$ cat src/hw/fsvp_defines.svh
// flash security vector protection: addresses, field positions, timing counts
// assumes a 20 MHz core clock; included by the modules
`ifndef FSVP_DEFINES_SVH
`define FSVP_DEFINES_SVH
`define FSVP_ADDR_GUARD_ONE   24'h14_8000
`define FSVP_ADDR_BOOT_ONE    24'h14_8004
`define FSVP_ADDR_GUARD_TWO   24'h14_8008
`define FSVP_ADDR_BOOT_TWO    24'h14_800C
`define FSVP_BIT_READ_PROT    16
`define FSVP_BIT_WRITE_PROT   17
`define FSVP_BIT_WRITE_LEVEL  18
`define FSVP_MODE_INTERNAL_VECTOR_BOOT_MODE     3'h0
`define FSVP_MODE_PARALLEL    3'h7
`define FSVP_SMALL_SECTORS    8
`define FSVP_BIG_SECTORS      16
`define FSVP_SECTORS          24
`define FSVP_SECTOR_FOUR      4
// programmer-side waits in 50 ns cycles; the device never counts these itself
`define FSVP_POWER_ON_WAIT    55200
`define FSVP_INIT_WAIT        20000
`endif

$ cat src/hw/fsvp_pkg.sv
// flash security vector protection: shared types
// assumes the defines header is on the include path
package fsvp_pkg;
  typedef enum logic [4:0] {
    FSVP_IDLE   = 5'b00001,
    FSVP_REQ1   = 5'b00010,
    FSVP_REQ2   = 5'b00100,
    FSVP_DONE   = 5'b01000,
    FSVP_SPARE  = 5'b10000
  } fsvp_state_e;
  typedef logic [23:0] fsvp_sect_t;
endpackage

$ cat src/hw/fsvp_guard_if.sv
// raw guard words and valid passed from the fetcher to the decoder
// assumes one clock domain
`timescale 1ns/100ps
interface fsvp_guard_if;
  logic [31:0] guardOne;
  logic [31:0] guardTwo;
  logic        valid;
  modport src (output guardOne, output guardTwo, output valid);
  modport dst (input guardOne, input guardTwo, input valid);
endinterface

$ cat src/hw/fsvp_decode.sv
// combinational decode of the two guard words into protection levels
// assumes words are stable whenever valid is high
`timescale 1ns/100ps
`include "fsvp_defines.svh"
module fsvp_decode
  import fsvp_pkg::*;
(
  fsvp_guard_if.dst       g,
  input  wire logic [2:0] modeSelectPins,
  input  wire fsvp_sect_t sectorPresent,
  output logic            readBlock,
  output logic            writeProtAll,
  output fsvp_sect_t      sectorLocked
);
  logic ctlOk;
  logic wpOn;
  logic intVec;
  // unlisted combinations leave protection off, so a blank part stays usable
  always_comb
  begin
    intVec = (modeSelectPins == `FSVP_MODE_INTERNAL_VECTOR_BOOT_MODE);
    ctlOk  = g.valid && (g.guardOne[31:19] == 13'h0000);
    readBlock = ctlOk && g.guardOne[`FSVP_BIT_READ_PROT] && !intVec;
    wpOn = ctlOk && g.guardOne[`FSVP_BIT_WRITE_PROT]
           && (!g.guardOne[`FSVP_BIT_WRITE_LEVEL] || !intVec);
    writeProtAll = wpOn;
  end
  // per-sector locks: bit value 0 protects; absent sectors never lock
  genvar i;
  generate
    for (i = 0; i < `FSVP_SECTORS; i++)
    begin : g_sect
      if (i < `FSVP_SMALL_SECTORS)
      begin : g_small
        assign sectorLocked[i] = wpOn && !g.guardOne[i] && sectorPresent[i];
      end
      else
      begin : g_big
        assign sectorLocked[i] = wpOn && !g.guardTwo[i - `FSVP_SMALL_SECTORS]
                                 && sectorPresent[i];
      end
    end
  endgenerate
endmodule

$ cat src/hw/fsvp_top.sv
// flash security vector protection: fetches guard words after reset and gates flash access
// assumes a single-word flash read port on sys_clk; mode pins and init reset are async pins
//
// Notes on behaviour
// - fetch vectors first, withhold access until done
// - guard words at 0x14_8000 and 0x14_8008
// - read protection except internal vector mode
// - write protection everywhere when level bit clear
// - level bit set exempts internal vector mode
// - word one low bits lock small sectors
// - bit n locks small sector n when zero
// - word two locks big sectors when enabled
// - word two bit n maps sector n+8
`timescale 1ns/100ps
`include "fsvp_defines.svh"
module fsvp_top
  import fsvp_pkg::*;
(
  input  wire logic        sys_clk,
  input  wire logic        nrst,
  input  wire logic        clkEn,
  input  wire logic        external_init_reset_n,
  input  wire logic [2:0]  mode_select_pins,
  input  wire fsvp_sect_t  sectorPresent,
  output logic             fetchReq,
  output logic [23:0]      fetchAddr,
  input  wire logic        fetchAck,
  input  wire logic [31:0] fetchData,
  input  wire logic        accRead,
  input  wire logic        accWrite,
  input  wire logic [4:0]  accSector,
  output logic             accGrant,
  output logic             accDenied,
  output logic             vectorsReady,
  output logic             readBlocked,
  output logic             writeProtected,
  output fsvp_sect_t       sectorLocked,
  output logic             parallelMode,
  output logic [31:0]      flash_guard_word_one,
  output logic [31:0]      flash_guard_word_two
);
  logic        rstMeta_r;
  logic        rstSync_r;
  logic [2:0]  initSync_r;
  logic [5:0]  modeMeta_r;
  logic [5:0]  modeSync_r;
  fsvp_state_e state_r;
  fsvp_state_e state_nxt;
  logic [31:0] wOne_r;
  logic [31:0] wOne_nxt;
  logic [31:0] wTwo_r;
  logic [31:0] wTwo_nxt;
  logic        grant_r;
  logic        grant_nxt;
  logic        deny_r;
  logic        deny_nxt;
  logic        initRise;
  logic        readBlk;
  logic        wpAll;
  fsvp_sect_t  locks;
  logic        sectLocked;
  fsvp_guard_if gif ();

  // reset release through two flops
  always_ff @(posedge sys_clk or negedge nrst)
  begin
    if (!nrst)
    begin
      rstMeta_r <= 1'b0;
      rstSync_r <= 1'b0;
    end
    else
    begin
      rstMeta_r <= 1'b1;
      rstSync_r <= rstMeta_r;
    end
  end

  // pin synchronisers; third init stage only feeds the edge detector
  always_ff @(posedge sys_clk or negedge rstSync_r)
  begin
    if (!rstSync_r)
    begin
      initSync_r <= 3'h0;
      modeMeta_r <= 6'h00;
      modeSync_r <= 6'h00;
    end
    else if (clkEn)
    begin
      initSync_r <= {initSync_r[1:0], external_init_reset_n};
      modeMeta_r <= {3'h0, mode_select_pins};
      modeSync_r <= modeMeta_r;
    end
  end
  // init reset rise restarts the fetch, same as power-on
  assign initRise = initSync_r[1] && !initSync_r[2];
  assign parallelMode = (modeSync_r[2:0] == `FSVP_MODE_PARALLEL);

  // fetch sequencer: word one, then word two, then open the gate
  always_comb
  begin
    state_nxt = state_r;
    wOne_nxt  = wOne_r;
    wTwo_nxt  = wTwo_r;
    case (state_r)
      FSVP_IDLE:
      begin
        if (initSync_r[1])
          state_nxt = FSVP_REQ1;
      end
      FSVP_REQ1:
      begin
        if (fetchAck)
        begin
          wOne_nxt  = fetchData;
          state_nxt = FSVP_REQ2;
        end
      end
      FSVP_REQ2:
      begin
        if (fetchAck)
        begin
          wTwo_nxt  = fetchData;
          state_nxt = FSVP_DONE;
        end
      end
      FSVP_DONE:
        state_nxt = FSVP_DONE;
      default:
        state_nxt = FSVP_IDLE;
    endcase
    // a held or rising init reset discards vectors and refetches
    if (!initSync_r[1] || initRise)
    begin
      state_nxt = FSVP_IDLE;
      wOne_nxt  = 32'h0000_0000;
      wTwo_nxt  = 32'h0000_0000;
    end
  end

  always_ff @(posedge sys_clk or negedge rstSync_r)
  begin
    if (!rstSync_r)
    begin
      state_r <= FSVP_IDLE;
      wOne_r  <= 32'h0000_0000;
      wTwo_r  <= 32'h0000_0000;
    end
    else if (clkEn)
    begin
      state_r <= state_nxt;
      wOne_r  <= wOne_nxt;
      wTwo_r  <= wTwo_nxt;
    end
  end

  // requests held level until acknowledged
  assign fetchReq  = (state_r == FSVP_REQ1) || (state_r == FSVP_REQ2);
  assign fetchAddr = (state_r == FSVP_REQ2) ? `FSVP_ADDR_GUARD_TWO
                                            : `FSVP_ADDR_GUARD_ONE;
  assign vectorsReady = (state_r == FSVP_DONE);
  assign flash_guard_word_one = wOne_r;
  assign flash_guard_word_two = wTwo_r;

  assign gif.guardOne = wOne_r;
  assign gif.guardTwo = wTwo_r;
  assign gif.valid    = vectorsReady;

  fsvp_decode u_decode (
    .g              (gif),
    .modeSelectPins (modeSync_r[2:0]),
    .sectorPresent  (sectorPresent),
    .readBlock      (readBlk),
    .writeProtAll   (wpAll),
    .sectorLocked   (locks)
  );
  assign readBlocked    = readBlk;
  assign writeProtected = wpAll;
  assign sectorLocked   = locks;
  // out-of-range sector index reads as unlocked
  assign sectLocked = (accSector < 5'd24) ? locks[accSector] : 1'b0;

  // access arbitration; registered one cycle after the request
  always_comb
  begin
    grant_nxt = 1'b0;
    deny_nxt  = 1'b0;
    if (accRead || accWrite)
    begin
      if (!vectorsReady)
        deny_nxt = 1'b1;
      else if (accRead && readBlk)
        deny_nxt = 1'b1;
      else if (accWrite && sectLocked)
        deny_nxt = 1'b1;
      else
        grant_nxt = 1'b1;
    end
  end

  always_ff @(posedge sys_clk or negedge rstSync_r)
  begin
    if (!rstSync_r)
    begin
      grant_r <= 1'b0;
      deny_r  <= 1'b0;
    end
    else if (clkEn)
    begin
      grant_r <= grant_nxt;
      deny_r  <= deny_nxt;
    end
  end
  assign accGrant  = grant_r;
  assign accDenied = deny_r;

  property p_no_grant_before_fetch;
    @(posedge sys_clk) disable iff (!rstSync_r)
      (clkEn && !vectorsReady && (accRead || accWrite)) |=> (!accGrant && accDenied);
  endproperty
  a_no_grant_before_fetch: assert property (p_no_grant_before_fetch)
    else $error("access granted before vectors fetched");

  property p_order;
    @(posedge sys_clk) disable iff (!rstSync_r)
      (state_r == FSVP_REQ1 && fetchAck && clkEn && initSync_r[1] && !initRise)
        |=> (fetchAddr == `FSVP_ADDR_GUARD_TWO && wOne_r == $past(fetchData));
  endproperty
  a_order: assert property (p_order)
    else $error("second guard word not requested after first");

  property p_read_block;
    @(posedge sys_clk) disable iff (!rstSync_r)
      (vectorsReady && wOne_r[31:16] == 16'h0001 && modeSync_r[2:0] != 3'h0)
        |-> readBlocked;
  endproperty
  a_read_block: assert property (p_read_block)
    else $error("read protection not applied");

  property p_wp_all;
    @(posedge sys_clk) disable iff (!rstSync_r)
      (vectorsReady && wOne_r[31:17] == 15'h0001) |-> writeProtected;
  endproperty
  a_wp_all: assert property (p_wp_all)
    else $error("write protection missing in some mode");

  property p_wp_level;
    @(posedge sys_clk) disable iff (!rstSync_r)
      (vectorsReady && wOne_r[31:17] == 15'h0003) |-> (writeProtected == (modeSync_r[2:0] != 3'h0));
  endproperty
  a_wp_level: assert property (p_wp_level)
    else $error("write protection level misapplied");

  property p_small_lock;
    @(posedge sys_clk) disable iff (!rstSync_r)
      (writeProtected && !wOne_r[4] && sectorPresent[4]) |-> sectorLocked[4];
  endproperty
  a_small_lock: assert property (p_small_lock)
    else $error("small sector four not locked");

  property p_big_lock;
    @(posedge sys_clk) disable iff (!rstSync_r)
      (!writeProtected) |-> (sectorLocked == 24'h00_0000);
  endproperty
  a_big_lock: assert property (p_big_lock)
    else $error("sector lock without write protection");

  property p_absent;
    @(posedge sys_clk) disable iff (!rstSync_r)
      (vectorsReady && wOne_r[31:19] != 13'h0000) |-> (!readBlocked && !writeProtected);
  endproperty
  a_absent: assert property (p_absent)
    else $error("undocumented code still protects");
endmodule

$ cat config.mk
export PLATFORM = sky130hd
export DESIGN_NAME = fsvp_top
export DESIGN_NICKNAME = d
export VERILOG_FILES = /design/src/hw/fsvp_pkg.sv /design/src/hw/fsvp_guard_if.sv /design/src/hw/fsvp_decode.sv /design/src/hw/fsvp_top.sv
export VERILOG_INCLUDE_DIRS = /design/src /design/src/hw
export SDC_FILE = /design/constraint.sdc
export NUM_CORES = 1
export LEC_CHECK = 0
export BUFFER_PORTS_ARGS = -buffer_cell sky130_fd_sc_hd__buf_2
export CAP_MARGIN = 15
export CELL_PAD_IN_SITES_DETAIL_PLACEMENT = 1
export CELL_PAD_IN_SITES_GLOBAL_PLACEMENT = 1
export CORE_ASPECT_RATIO = 0.8
export CORE_MARGIN = 3
export CORE_UTILIZATION = 40
export CTS_CLUSTER_SIZE = 25
export DETAILED_ROUTE_END_ITERATION = 12
export PLACE_DENSITY_LB_ADDON = 0.1
export SLEW_MARGIN = 15
export SYNTH_ARGS = -nofsm -noshare
export SYNTH_HDL_FRONTEND = slang
export SYNTH_HIERARCHICAL = 1
export SYNTH_SLANG_ARGS = --single-unit
$ cat constraint.sdc
create_clock -name sys_clk -period 6.8 [get_ports sys_clk]
set_input_delay 1.02 -clock sys_clk [delete_from_list [all_inputs] [get_ports sys_clk]]
set_output_delay 1.02 -clock sys_clk [all_outputs]
set_load 0.01 [all_outputs]
==> impl_metrics.py <==
metrics = {
    "outcome": {
        "status": "finished, final reports clean",
    },
    "power": {
        "ir_drop_mv": 0.188,
        "p_leak_nw": 2.97,
        "power.total_mw": 1.47,
        "p_per_area_nw_per_um2": 267,
    },
    "critical_path": {
        "crit_required_ns": 5.78,
        "rr_startpoint": "state_r[3]$_DFFE_PN0P_",
        "startpoint": "state_r[3]$_DFFE_PN0P_",
        "cp_max_fo": 26,
        "worst_setup_path_start_kind": "register",
        "worstSetupPathType": "register to output port",
        "end_kind": "output port",
        "r2r_slack_ns": 2.96,
        "worst_r2r_endpoint": "accGrant$_DFFE_PN0P_",
        "r2r_cells": 8,
        "critical_path_arrival_ns": 3.42,
    },
    "timing": {
        "rsz0062_at_grt": "false",
        "relSlewSlack_pct": 28.2,
        "maxSlewViolCount": 0,
        "tns_ns": 0,
        "fin_crit_sh_pct": 65.3,
        "fin_skew_ns": 0.00800,
        "fin_crit_ns": 4.44,
        "worst_slew_pin_slew_ns": 1.07,
        "setup_viol": 0,
        "hold_viol_final": 0,
        "worst_slack_ns": 2.36,
        "fmax_mhz": 225,
    },
    "final_layout": {
        "num-fill-cells": 1172,
        "fin_util_pct": 52.3,
        "area_growth_pct": 24.0,
        "regArea_um2": 2030,
        "multi_input_area_um2": 2040,
        "finalInstanceArea_um2": 5510,
        "antennaDiodeCount": 0,
        "drive_gt1_share_pct": 55.4,
        "num-nets-final": 579,
    },
    "synthesis": {
        "synth_mux_area_share_pct": 21.4,
        "synth_seq_cells": 81,
        "synth-simple-area-share_pct": 18.5,
        "synthXorXnorAreaFrac_pct": 0.395,
        "synth_top_family_by_area": "multiplexers",
        "synth-async-reset-ratio_pct": 100,
        "synth-edff-count": 0,
        "seq_area_frac_synth_pct": 45.7,
        "ys.flop_type": "dfrtp_1",
        "synth_fa_ha_area_share_pct": 0,
        "synth_cells": 355,
        "syn_area_per_cell_um2": 12.5,
        "syn_area_um2": 4440,
        "ys_types": 47,
        "ys_warn_count": 6,
        "synth-compound-area-share_pct": 3.69,
    },
    "place": {
        "dp_hpwl_um": 9170,
        "place.gp.congestion": 0.845,
        "dpl-instance-area_um2": 5190,
        "post-place-ws_ns": 2.72,
        "port_buffers": 166,
    },
    "routing": {
        "wl_per_cell_um": 19.7,
        "drc": 0,
        "vias_per_cell": 5.15,
        "first_pass_iters": 4,
        "ant_nets": 0,
        "routed_wl_um": 12800,
        "dr_total_vias": 3363,
        "dr.first_iter.drc_count": 115,
    },
    "clocking": {
        "path_clk_slew_ns": 0.06,
        "cts_max_path_buffers": 2,
        "root_buffer": "clkbuf_16",
        "cts_setup_buffers": 0,
        "cts_resized": 0,
        "clk_latency_ns": 0.34,
        "h-tree-depth": 3,
        "clock-sinks": 81,
        "cts_tree": "yes",
        "cts_hold_buf": 0,
        "cts_made_buffers": 9,
    },
    "min_path": {
        "hold-path-endpoint": "rstSync_r$_DFF_PN0_",
        "holdCritStartpoint": "rstMeta_r$_DFF_PN0_",
        "hold_path_class": "register to register",
        "hold_depth": 0,
    },
    "die": {
        "dieArea_um2": 12400,
        "die_h_um": 100,
        "ioPinCount": 190,
        "core_um2": 10500,
        "die_w_um": 124,
        "placementRows": 33,
        "start_util_pct": 42.2,
    },
    "grt": {
        "antenna_found_initial": 0,
        "grt_pass1_vias": 3506,
        "grt_pass1_wl_um": 19900,
        "grtUsageTotal_pct": 21.1,
        "grt_max_degree": 80,
        "grt_overflow_total": 0,
    },
    "flow_run": {
        "cap_violations": 0,
    },
}
-- cells by family (layout without fill, tap and decap cells) --
kind of cell / after synthesis / in the layout
multiplexers: 82 / 82
buffers and inverters: 74 / 210
AO/OA/AOI/OAI: 21 / 21
XOR/XNOR: 2 / 2
other: 2 / 24
AND/OR/NAND/NOR: 93 / 93
flip-flops: 81 / 81
-- flip-flops by register name, indices dropped and copies added, names as in the netlist, 3 cells and up --
register and count:
flash_guard_word_one 32, flash_guard_word_two 32, state_r 4, initSync_r 3
modeMeta_r 3, modeSync_r 3
-- metal layers --
metal / GRT usage [%] / up-vias / wire, um
met4: 5.62 / 0 / 172
met3: 6.76 / 13 / 926
met2: 34.4 / 112 / 6370
li1: - / 1528 / -
met5: 0 / - / 0
met1: 27.1 / 1710 / 5370
-- cell type report --
type                       instances  area share, %
inverter                          27           1.84
clock buffer                      11           4.59
clock inverter                     5           1.11
multi-input combinational        222           37.1
sequential                        81           36.9
tap                              140           3.18
timing repair buffer             167           15.2
-- synth_stat cells (2+ instances only) --
cell type,instances,area share (%)
dfrtp_1,80,45
mux2_2,66,17
and3_1,33,4.7
buf_4,29,4.9
inv_1,27,2.3
nor4_2,14,3.9
buf_6,8,2.0
mux2_1,7,1.8
nor4_1,7,0.99
clkbuf_1,6,0.51
mux2i_1,6,1.4
nor2_1,6,0.51
nor4_4,6,2.9
nand2_1,4,0.34
a21oi_1,3,0.34
a22o_1,3,0.59
mux4_2,3,1.5
nand3b_1,3,0.51
nor2b_1,3,0.42
nor4b_4,3,1.6
o21ai_0,3,0.34
a221oi_1,2,0.39
a41oi_1,2,0.39
and2_1,2,0.28
buf_2,2,0.23
conb_1,2,0.17
nand3_1,2,0.23
nor2_4,2,0.51
nor3_1,2,0.23
nor4b_1,2,0.39
-- where the power goes --
group          internal [mW]  total (mW)  switching (mW)
sequential             0.554       0.642          0.0873
combinational          0.152       0.322           0.170
clock                  0.306       0.508           0.202
-- cells in the final DEF, fill, tap and decap left out, types with 2 or more instances in the layout --
cell	count
buf_2	166
dfrtp_1	78
a41oi_1	2
clkinv_4	2
nor3_1	2
and3_1	33
and2_1	2
a221oi_1	2
nor4_4	6
nand3_1	2
mux4_2	3
nand3b_1	3
a21oi_1	3
nor2b_1	3
conb_1	24
nand2_1	4
clkbuf_16	9
a22o_1	3
mux2_1	7
inv_1	27
nor4b_1	2
nor4b_4	3
nor2_4	2
mux2_2	66
clkbuf_8	2
nor2_1	6
nor4_2	14
nor4_1	7
o21ai_0	3
mux2i_1	6
-- worst max-delay path, cell delays in order (launching register included) --
cell and delay (ns):
dfrtp_1 0.59, nor4b_1 0.76, nor4b_4 0.39, nand4_4 0.52, nor4_1 0.58, buf_2 0.23
-- stage by stage --
stage / hold slack [ns] / instances
6_report: 0.357 / 653
5_1_grt: 0.360 / 653
4_1_cts: 0.359 / 653
3_5_place_dp: 0.338 / 637
3_3_place_gp: 0.341 / 637
2_1_floorplan: 0.331 / 377
-- worst max path at each step --
stage,slack (ns),cells after the start,end
global route,2.07,5,sectorLocked[23]
CTS,2.31,5,sectorLocked[23]
global placement,2.91,5,sectorLocked[23]
finish,2.36,5,sectorLocked[23]
detailed placement,2.72,5,sectorLocked[23]
floorplan,3.58,6,sectorLocked[14]
Note: power is estimated with default switching activity, not from simulation.
